[src/hdl/aas_cfg.svh]
// Purpose: Offsets, field positions, reset values and timing factors of the ADC sequencer.
// Assumes: APB byte address = 4 x register index; 8-bit registers in the low byte, 10-bit thresholds in bits 9:0.
// Notes: Definitions only.
`ifndef AAS_CFG_SVH
`define AAS_CFG_SVH

// ----------------------------------------------------------------
// Register indices (byte address is four times the index)
// ----------------------------------------------------------------
`define AAS_IDX_DATA_LAST 8'h1F
`define AAS_IDX_THR_A_UP 8'h20
`define AAS_IDX_THR_A_LO 8'h21
`define AAS_IDX_THR_B_UP 8'h22
`define AAS_IDX_THR_B_LO 8'h23
`define AAS_IDX_FLAGS 8'h24
`define AAS_IDX_IRQC 8'h25
`define AAS_IDX_CTL1 8'hFC
`define AAS_IDX_CTL2 8'hFD

// ----------------------------------------------------------------
// Field positions
// ----------------------------------------------------------------
`define AAS_CTL1_FIRST_MSB 7
`define AAS_CTL1_FIRST_LSB 4
`define AAS_CTL1_PAIR_MSB 3
`define AAS_CTL1_PAIR_LSB 0
`define AAS_CTL2_DIV_MSB 7
`define AAS_CTL2_DIV_LSB 5
`define AAS_CTL2_REPEAT 4
`define AAS_CTL2_EXT_MASK 3
`define AAS_CTL2_TMR_EN 2
`define AAS_CTL2_BIAS 1
`define AAS_CTL2_GO 0
`define AAS_IRQC_DONE 7
`define AAS_IRQC_ALARM 6
`define AAS_IRQC_SEQ_MASK 5
`define AAS_IRQC_WD_MASK 4
`define AAS_IRQC_LVL_MSB 2
`define AAS_IRQC_LVL_LSB 0

// ----------------------------------------------------------------
// Reset values, timing factors and last scan channel
// ----------------------------------------------------------------
`define AAS_CTL1_RST 8'h00
`define AAS_CTL2_RST 6'h00
`define AAS_THR_UP_RST 10'h3FF
`define AAS_THR_LO_RST 10'h000
`define AAS_CLK_DIV2 2
`define AAS_SAMPLE_MULT 8
`define AAS_CONV_MULT 28
`define AAS_LAST_CHANNEL 4'hF

`endif

[src/hdl/aas_pkg.sv]
// Purpose: Types shared by the ADC sequencer and its bench.
// Assumes: Constants live in aas_cfg.svh.
// Notes: Nothing here is imported; use aas_pkg::name.
package aas_pkg;

	// APB request as driven by the master
	typedef struct packed {
		logic psel;
		logic penable;
		logic pwrite;
		logic [11:0] paddr;
		logic [31:0] pwdata;
	} aas_apb_req_type;

	// Sequencer states
	typedef enum logic {
		AAS_IDLE,
		AAS_RUN
	} aas_seq_state_type;

endpackage

[src/hdl/aas_top.sv]
// Purpose: ADC autoscan sequencer, trigger logic, analog watchdogs, result store, APB slave.
// Assumes: Converter result valid on conv_result_in when the conversion slot ends.
// Notes: Single clock mclk_in; external trigger pin is synchronised.
//
// Implementation choice: the APB interface to the registers.
`include "aas_cfg.svh"

// Summary of operation
// Analog clock is system clock divided by selected prescaler then by two.
// Sample lasts 2*div*8 system clocks; conversion lasts 2*div*28 system clocks.
// Repeat bit one selects continuous mode, zero selects single mode.
// Scan starts at first channel, increments after each conversion, ends at 15.
// Go flag from software or trigger converts channels, storing each result.
// Single mode: after channel 15, clear go, flag done, go idle.
// Continuous mode: after channel 15 restart at first until go cleared.
// Every channel 15 completion raises the sequence done request.
// New result overwrites channel data; no buffering, no overrun flag.
// External and timer triggers, each masked, are ORed together.
// Software should enable only one trigger source at once.
// Accepted trigger sets go; later pulses in continuous mode do nothing.
// Triggers arriving while go is set are ignored.
// Triggers stay low two clocks; single-mode spacing exceeds a group.
// External trigger sets go even with bias disabled.
// Watchdogs A and B watch adjacent channels chosen by pair select.
// Result at or above upper, or below lower, raises watchdog request.
// Four thresholds; top four flag bits tell which bound and channel fired.
// Flags reset to zero, set on alarm, cleared when alarm pending cleared.
// Software enables bias ten microseconds before first conversion.
// Bias resets off and is forced off in halt.
// Two maskable requests, fixed relative priority, programmable level up to 7.
// Simultaneous requests: watchdog served first, sequence done stays pending.
// Software writing one to a pending flag raises its request.
// Result bits 9:2 in high register, 1:0 in low bits 7:6.
module aas_top (
	input wire logic mclk_in,
	input wire logic sys_rst_in,
	input wire aas_pkg::aas_apb_req_type apb_req_in,
	output logic [31:0] apb_prdata_out,
	output logic apb_pready_out,
	output logic apb_pslverr_out,
	input wire logic ext_trigger_in,
	input wire logic timer_trigger_in,
	input wire logic halt_in,
	input wire logic [9:0] conv_result_in,
	output logic [3:0] mux_channel_out,
	output logic sample_out,
	output logic analog_clock_out,
	output logic bias_enable_out,
	output logic irq_wd_out,
	output logic irq_seq_out,
	output logic [2:0] irq_level_out
);

	// ----------------------------------------------------------------
	// Declarations
	// ----------------------------------------------------------------
	logic pready_q, pslverr_q;
	logic [31:0] prdata_q;
	logic [7:0] ctl1_q;
	logic [5:0] ctl2_q;
	logic go_q, bias_q;
	logic [9:0] thr_q [4];
	logic [9:0] data_q [16];
	logic [3:0] flags_q;
	logic done_q, alarm_q, mask_seq_q, mask_wd_q;
	logic [2:0] lvl_q;
	logic ext_s1_q, ext_s2_q, ext_s3_q, tmr_prev_q;
	aas_pkg::aas_seq_state_type state_q, state_d;
	logic [3:0] chan_q, chan_d;
	logic [8:0] cnt_q, cnt_d;
	logic [2:0] pre_q;
	logic sample_q, aclk_q, irq_wd_q, irq_seq_q;
	logic [3:0] fire;

	// Register index match; used by the CTL1, CTL2 and IRQC write decoders
	function automatic logic idx_is(input logic [7:0] idx, input logic [7:0] want);
		idx_is = (idx == want);
	endfunction

	// ----------------------------------------------------------------
	// APB decode
	// ----------------------------------------------------------------
	wire [7:0] idx = apb_req_in.paddr[9:2];
	wire acc = apb_req_in.psel & apb_req_in.penable;
	wire aligned = (apb_req_in.paddr[11:10] == 2'h0) && (apb_req_in.paddr[1:0] == 2'h0);
	wire mapped = aligned && (idx <= `AAS_IDX_IRQC || idx_is(idx, `AAS_IDX_CTL1)
		|| idx_is(idx, `AAS_IDX_CTL2));
	wire wr = acc & pready_q & apb_req_in.pwrite & mapped;
	wire [7:0] wd = apb_req_in.pwdata[7:0];
	wire wr_ctl1 = wr & idx_is(idx, `AAS_IDX_CTL1);
	wire wr_ctl2 = wr & idx_is(idx, `AAS_IDX_CTL2);
	wire wr_irqc = wr & idx_is(idx, `AAS_IDX_IRQC);

	// Read selection; data pairs split 9:2 high, 1:0 at 7:6 low
	wire [3:0] rd_ch = idx[4:1];
	wire [7:0] rd_data = idx[0] ? {data_q[rd_ch][1:0], 6'h00} : data_q[rd_ch][9:2];
	wire [7:0] rd_ctl2 = {ctl2_q, bias_q, go_q};
	wire [7:0] rd_irqc = {done_q, alarm_q, mask_seq_q, mask_wd_q, 1'b0, lvl_q};
	wire [9:0] rd_thr = thr_q[idx[1:0]];
	wire [31:0] rd_word = (idx <= `AAS_IDX_DATA_LAST) ? {24'h000000, rd_data} :
		(idx <= `AAS_IDX_THR_B_LO) ? {22'h0, rd_thr} :
		idx_is(idx, `AAS_IDX_FLAGS) ? {24'h000000, flags_q, 4'h0} :
		idx_is(idx, `AAS_IDX_IRQC) ? {24'h000000, rd_irqc} :
		idx_is(idx, `AAS_IDX_CTL1) ? {24'h000000, ctl1_q} :
		idx_is(idx, `AAS_IDX_CTL2) ? {24'h000000, rd_ctl2} : 32'h00000000;

	// Answer one cycle into the access phase so every bus output is a flop
	always_ff @(posedge mclk_in or posedge sys_rst_in) begin
		if (sys_rst_in) begin
			pready_q <= 1'b0;
			pslverr_q <= 1'b0;
			prdata_q <= 32'h00000000;
		end else begin
			pready_q <= acc & ~pready_q;
			pslverr_q <= acc & ~pready_q & ~mapped;
			prdata_q <= (acc & ~pready_q & ~apb_req_in.pwrite) ? rd_word : 32'h00000000;
		end
	end

	// ----------------------------------------------------------------
	// Triggers
	// ----------------------------------------------------------------
	// Pin passes two flops; the third only feeds the falling-edge detector
	always_ff @(posedge mclk_in or posedge sys_rst_in) begin
		if (sys_rst_in) begin
			ext_s1_q <= 1'b1;
			ext_s2_q <= 1'b1;
			ext_s3_q <= 1'b1;
			tmr_prev_q <= 1'b1;
		end else begin
			ext_s1_q <= ext_trigger_in;
			ext_s2_q <= ext_s1_q;
			ext_s3_q <= ext_s2_q;
			tmr_prev_q <= timer_trigger_in;
		end
	end

	wire ext_fall = ext_s3_q & ~ext_s2_q;
	wire tmr_fall = tmr_prev_q & ~timer_trigger_in;
	// Gated sources ORed; bias state plays no part here
	wire trig_any = (ext_fall & ctl2_q[`AAS_CTL2_EXT_MASK - 2])
		| (tmr_fall & ctl2_q[`AAS_CTL2_TMR_EN - 2]);
	wire trig_acc = trig_any & ~go_q;

	// ----------------------------------------------------------------
	// Timing of one conversion slot
	// ----------------------------------------------------------------
	wire [2:0] div_sel = ctl2_q[`AAS_CTL2_DIV_MSB - 2:`AAS_CTL2_DIV_LSB - 2];
	// A zero setting would give a zero-length slot, so it behaves as one
	wire [2:0] div_eff = (div_sel == 3'h0) ? 3'h1 : div_sel;
	wire [8:0] samp_len = 9'(`AAS_CLK_DIV2 * `AAS_SAMPLE_MULT * div_eff);
	wire [8:0] conv_len = 9'(`AAS_CLK_DIV2 * `AAS_CONV_MULT * div_eff);
	wire slot_last = (cnt_q == conv_len - 9'h001);
	wire repeat_on = ctl2_q[`AAS_CTL2_REPEAT - 2];
	wire [3:0] first_ch = ctl1_q[`AAS_CTL1_FIRST_MSB:`AAS_CTL1_FIRST_LSB];
	wire conv_end = (state_q == aas_pkg::AAS_RUN) & go_q & slot_last;
	wire end15 = conv_end & (chan_q == `AAS_LAST_CHANNEL);
	wire hw_stop = end15 & ~repeat_on;

	// ----------------------------------------------------------------
	// Sequencer next state
	// ----------------------------------------------------------------
	always_comb begin
		state_d = state_q;
		chan_d = chan_q;
		cnt_d = cnt_q;
		case (state_q)
			aas_pkg::AAS_IDLE: begin
				if (go_q) begin
					state_d = aas_pkg::AAS_RUN;
					chan_d = first_ch;
					cnt_d = 9'h000;
				end
			end
			aas_pkg::AAS_RUN: begin
				if (!go_q) begin
					state_d = aas_pkg::AAS_IDLE;
				end else if (slot_last) begin
					cnt_d = 9'h000;
					if (chan_q != `AAS_LAST_CHANNEL) begin
						chan_d = chan_q + 4'h1;
					end else if (repeat_on) begin
						chan_d = first_ch;
					end else begin
						state_d = aas_pkg::AAS_IDLE;
					end
				end else begin
					cnt_d = cnt_q + 9'h001;
				end
			end
			default: begin
				state_d = aas_pkg::AAS_IDLE;
			end
		endcase
	end

	// Sequencer registers and converter-facing strobes
	always_ff @(posedge mclk_in or posedge sys_rst_in) begin
		if (sys_rst_in) begin
			state_q <= aas_pkg::AAS_IDLE;
			chan_q <= 4'h0;
			cnt_q <= 9'h000;
			sample_q <= 1'b0;
		end else begin
			state_q <= state_d;
			chan_q <= chan_d;
			cnt_q <= cnt_d;
			sample_q <= (state_d == aas_pkg::AAS_RUN) && (cnt_d < samp_len);
		end
	end

	// Analog clock: prescaler then toggle, so period is 2 x div_eff
	always_ff @(posedge mclk_in or posedge sys_rst_in) begin
		if (sys_rst_in) begin
			pre_q <= 3'h0;
			aclk_q <= 1'b0;
		end else if (pre_q >= div_eff - 3'h1) begin
			pre_q <= 3'h0;
			aclk_q <= ~aclk_q;
		end else begin
			pre_q <= pre_q + 3'h1;
		end
	end

	// ----------------------------------------------------------------
	// Result store: plain overwrite, the old value is lost
	// ----------------------------------------------------------------
	for (genvar i = 0; i < 16; i++) begin : g_data
		always_ff @(posedge mclk_in or posedge sys_rst_in) begin
			if (sys_rst_in) begin
				data_q[i] <= 10'h000;
			end else if (conv_end && chan_q == 4'(i)) begin
				data_q[i] <= conv_result_in;
			end
		end
	end

	// ----------------------------------------------------------------
	// Analog watchdogs A (g=0) and B (g=1)
	// ----------------------------------------------------------------
	wire [3:0] pair_sel = ctl1_q[`AAS_CTL1_PAIR_MSB:`AAS_CTL1_PAIR_LSB];
	for (genvar g = 0; g < 2; g++) begin : g_wd
		wire [3:0] wd_ch = pair_sel + 4'(g);
		wire hit = conv_end & (chan_q == wd_ch);
		assign fire[3 - 2 * g] = hit & (conv_result_in >= thr_q[2 * g]);
		assign fire[2 - 2 * g] = hit & (conv_result_in < thr_q[2 * g + 1]);
	end

	// Alarm clear by software also wipes the flags; a new alarm wins
	wire alarm_clr = wr_irqc & ~wd[`AAS_IRQC_ALARM] & alarm_q;
	wire [3:0] flags_d = fire | (alarm_clr ? 4'h0 : flags_q);

	// ----------------------------------------------------------------
	// Control, threshold and interrupt registers
	// ----------------------------------------------------------------
	always_ff @(posedge mclk_in or posedge sys_rst_in) begin
		if (sys_rst_in) begin
			ctl1_q <= `AAS_CTL1_RST;
			ctl2_q <= `AAS_CTL2_RST;
		end else begin
			if (wr_ctl1) begin
				ctl1_q <= wd;
			end
			if (wr_ctl2) begin
				ctl2_q <= wd[7:2];
			end
		end
	end

	// Go: software or trigger set wins over any clear in the same cycle
	wire go_set = trig_acc | (wr_ctl2 & wd[`AAS_CTL2_GO]);
	wire go_clr = hw_stop | (wr_ctl2 & ~wd[`AAS_CTL2_GO]);

	always_ff @(posedge mclk_in or posedge sys_rst_in) begin
		if (sys_rst_in) begin
			go_q <= 1'b0;
			bias_q <= 1'b0;
			flags_q <= 4'h0;
		end else begin
			go_q <= go_set | (go_q & ~go_clr);
			bias_q <= halt_in ? 1'b0 : (wr_ctl2 ? wd[`AAS_CTL2_BIAS] : bias_q);
			flags_q <= flags_d;
		end
	end

	for (genvar t = 0; t < 4; t++) begin : g_thr
		always_ff @(posedge mclk_in or posedge sys_rst_in) begin
			if (sys_rst_in) begin
				thr_q[t] <= (t % 2 == 1) ? `AAS_THR_LO_RST : `AAS_THR_UP_RST;
			end else if (wr && idx == `AAS_IDX_THR_A_UP + 8'(t)) begin
				thr_q[t] <= apb_req_in.pwdata[9:0];
			end
		end
	end

	// Pending flags: hardware set wins, software may set or clear
	always_ff @(posedge mclk_in or posedge sys_rst_in) begin
		if (sys_rst_in) begin
			done_q <= 1'b0;
			alarm_q <= 1'b0;
			mask_seq_q <= 1'b0;
			mask_wd_q <= 1'b0;
			lvl_q <= 3'h0;
		end else begin
			done_q <= end15 | (wr_irqc ? wd[`AAS_IRQC_DONE] : done_q);
			alarm_q <= (|fire) | (wr_irqc ? wd[`AAS_IRQC_ALARM] : alarm_q);
			if (wr_irqc) begin
				mask_seq_q <= wd[`AAS_IRQC_SEQ_MASK];
				mask_wd_q <= wd[`AAS_IRQC_WD_MASK];
				lvl_q <= wd[`AAS_IRQC_LVL_MSB:`AAS_IRQC_LVL_LSB];
			end
		end
	end

	// Watchdog request outranks sequence done, which stays pending
	wire wd_req = alarm_q & mask_wd_q;
	always_ff @(posedge mclk_in or posedge sys_rst_in) begin
		if (sys_rst_in) begin
			irq_wd_q <= 1'b0;
			irq_seq_q <= 1'b0;
		end else begin
			irq_wd_q <= wd_req;
			irq_seq_q <= done_q & mask_seq_q & ~wd_req;
		end
	end

	// ----------------------------------------------------------------
	// Outputs
	// ----------------------------------------------------------------
	assign apb_prdata_out = prdata_q;
	assign apb_pready_out = pready_q;
	assign apb_pslverr_out = pslverr_q;
	assign mux_channel_out = chan_q;
	assign sample_out = sample_q;
	assign analog_clock_out = aclk_q;
	assign bias_enable_out = bias_q;
	assign irq_wd_out = irq_wd_q;
	assign irq_seq_out = irq_seq_q;
	assign irq_level_out = lvl_q;
endmodule // aas_top

[config.mk]
export PLATFORM = sky130hd
export DESIGN_NAME = aas_top
export DESIGN_NICKNAME = d
export VERILOG_FILES = /design/src/hdl/aas_pkg.sv /design/src/hdl/aas_top.sv
export VERILOG_INCLUDE_DIRS = /design/src /design/src/hdl
export SDC_FILE = /design/constraint.sdc
export NUM_CORES = 1
export LEC_CHECK = 0
export BUFFER_PORTS_ARGS = -buffer_cell sky130_fd_sc_hd__buf_2
export CORE_ASPECT_RATIO = 0.9
export CORE_MARGIN = 2
export CORE_UTILIZATION = 25
export DETAILED_ROUTE_END_ITERATION = 6
export PLACE_DENSITY = 0.46
export SLEW_MARGIN = 20
export SYNTH_ARGS = -nofsm -noshare
export SYNTH_HDL_FRONTEND = slang
export SYNTH_SLANG_ARGS = --single-unit
[constraint.sdc]
create_clock -name mclk_in -period 29.1 [get_ports mclk_in]
set_clock_uncertainty 0.15 [all_clocks]
set_input_delay 8.73 -clock mclk_in [delete_from_list [all_inputs] [get_ports mclk_in]]
set_output_delay 8.73 -clock mclk_in [all_outputs]
set_load 0.05 [all_outputs]
==> results.cfg <==
[status]
status = finished clean

[routing]
dr.pass1.iters = 4
drtIter0Drc = 589
wire_per_inst_um = 20.3
ant_nets = 0
vias = 9051
vias_per_cell = 4.78
drc = 0
totalWireLength_um = 38500

[global_routing]
busiest_layer = met1
met2_usage_pct = 20.5
use_met3_pct = 2.31
overflow = 0
grt_max_degree = 138
grt_antenna_before_repair = 2
grt_pass1_wl_um = 60100
grtUsageTotal_pct = 13.7
grt_pass1_vias = 9448
grt_use_met1_pct = 20.5

[worst_setup_path]
cp_num_buf_inv = 2
path_delay_family = buffers and inverters
setup.worst_path.start_class = input port
r2r_slack_ns = 24.16
critPathSlowestCell = buf_4
cp_slowest_stage_delay_ns = 0.86
crit_type = input port to flop
critPathCaptureType = flop
path_max_fanout = 59
cp.arrival_ns = 11.46
crit_chain = buf_4 -> buf_4 -> mux2i_1 -> a221oi_1 -> a211oi_1 -> a211oi_1 -> a21oi_1 -> nor3_1
cp.required_ns = 29.37

[timing]
rsz0062_at_grt = false
tightest_slew_ns = 1.08
finalCriticalPeriod_ns = 11.19
setup_viol = 0
maxSlewHeadroom_pct = 27.2
min_period_over_period_pct = 38.5
final_hold_viol_count = 0
tns_ns = 0
slew_viol_final = 0
max_freq_mhz = 89.4

[place]
place_inst = 1841
place.gp.congestion = 0.795
dp.final_hpwl_um = 26700
numPortBuffers = 63
postPlaceCellArea_um2 = 14800

[clock_tree]
clk_latency_ns = 0.57
numCtsBuffers = 30
postCtsSetupBuffers = 0
clkSinkCount = 264
cts_tree = done
htreeDepth = 1
ctsResizeCount = 0
ctsLongestPathBuffers = 3
path_clk_slew_ns = 0.06
postCtsHoldBufs = 0
root_buffer = clkbuf_16

[floorplan]
core_area_um2 = 54500
dieArea_um2 = 57300
start_util_pct = 25.4
fp.dieW_um = 252
fp-row-count = 81
die_h_um = 227
io_pins = 108

[logic_synthesis]
yosysWarnings = 0
yosysTopAreaCellShare_pct = 43.3
synth_cell_types = 68
synth-seq-cells = 264
synth_seq_area_share_pct = 47.9
async_flop_share_pct = 100
synth_flop_cell = dfrtp_1
syn_area_per_cell_um2 = 12.4
synth_largest_area_cell = dfrtp_1
netlist_instances = 1117
netlist_area_um2 = 13900
ys_top_cells_by_area = dfrtp_1, mux2_2, ha_1
synth_edf_count = 0

[pwr]
switching_share_pct = 24.9
p_switching_mw = 0.214
power_density_nw_per_um2 = 54.3
intPower_mw = 0.648
power_frac_clock_pct = 46.0
combPwrFrac_pct = 9.4
ir_worst_vdd_mv = 0.0421
power.share.sequential_pct = 44.7
p_leak_nw = 7.11

[job]
max_cap_violations = 0

[layout]
multi_input_area_um2 = 6710
fillers = 5593
design_area_um2 = 15900
seq_area_um2 = 6640
layout_commonest_cell = dfrtp_1
area_delta_synth_final_pct = 14.6
fin_cells = 1894
drive_above_1_share_pct = 33.9
layout.nets = 1287
layout_common_cells = dfrtp_1, mux2_2, buf_2

[min_path]
hold_class = flop to flop
==> through the flow <==
step	total power [mW]	hold slack, ns	setup slack, ns	utilization [%]
2_1_floorplan	0.449	0.195	12.99	-
3_3_place_gp	0.472	0.196	17.24	27.2
3_5_place_dp	0.474	0.202	17.26	27.2
4_1_cts	0.876	0.208	17.86	29.1
5_1_grt	0.900	0.218	17.57	29.1
6_report	0.863	0.208	17.91	29.1
==> power groups by stage <==
stage,Combinational [mW],Clock (mW),Sequential (mW)
floorplan,0.0555,0,0.394
global placement,0.0803,0,0.391
detailed placement,0.0819,0,0.392
CTS,0.0822,0.408,0.385
global route,0.0903,0.423,0.387
finish,0.0810,0.397,0.385
==> kinds of logic after synthesis <==
logic type      count (synthesis)  share of synthesized area (%)
compound gates                172                           8.44
xor+xnor                       18                           1.14
mux                           293                           25.8
buf+inv                       133                           4.34
fa+ha+maj                      56                           5.11
simple gates                  180                           7.22
other cells                     1                         0.0271
flops                         264                           47.9
==> worst register-to-register path, delay by kind of cell (launching register included) <==
kind                     cells  cell delay [ns]
AO/OA/AOI/OAI                4             1.17
AND/OR/NAND/NOR              1             0.82
adder cells (fa/ha/maj)      3             0.93
buffers and inverters        3             0.49
flip-flops                   1             0.59
multiplexers                 1             0.65
==> cell usage after synthesis (8+ instances only) <==
cell type    n
nor2b_1     11
and3_1      11
a21o_1       9
o22ai_1      9
xnor2_1     12
mux4_2      30
a21oi_1     46
ha_1        55
mux2_2     210
o21ai_0     23
nand2_1     52
a22oi_1     11
nor3_1       8
inv_1       59
a22o_1       8
mux2i_1     47
dfrtp_1    240
nand4_2      9
buf_4       25
nor2_1      30
clkbuf_1    35
nand3_1     13
nand4_1      8
nand2b_1     8
o221ai_1    12
dfstp_2     24
==> per-layer routing <==
| layer | part of all wire (%) | routed length (µm) |
|---|---|---|
| met5 | 0.034 | 13 |
| met4 | 2.1 | 827 |
| met3 | 4.5 | 1730 |
| met2 | 43 | 16400 |
| met1 | 51 | 19500 |
==> cell type report <==
cell class	count	area share (%)
tap	705	5.55
inverter	59	1.44
antenna	1	0.0158
sequential	264	41.8
clock inverter	8	0.898
clock buffer	43	5.48
multi-input combinational	741	42.2
timing repair buffer	73	2.60
==> path summary, 6_finish.rpt <==
check	startpoint	endpoint	depth (start not counted)
min	ext_s1_q$_DFF_PP1_	ext_s2_q$_DFF_PP1_	0
max reg2reg	ctl2_q[4]$_DFFE_PP0P_	data_q[4]$_DFFE_PP0P_	12
max	apb_req_in[35]	apb_prdata_out[6]$_DFF_PP0_	8
min reg2reg	ext_s1_q$_DFF_PP1_	ext_s2_q$_DFF_PP1_	0
max in group asynchronous	sys_rst_in	data_q[156]$_DFFE_PP0P_	4
min in group asynchronous	sys_rst_in	cnt_q[0]$_DFFE_PP0P_	2
==> state kept, by name, summed over array words and instances (netlist names), 4 cells and up <==
signal           count
data_q             160
thr_q               40
apb_prdata_out      10
cnt_q                9
ctl1_q               8
ctl2_q               6
flags_q              4
mux_channel_out      4
(Power assumes the default switching activity.)
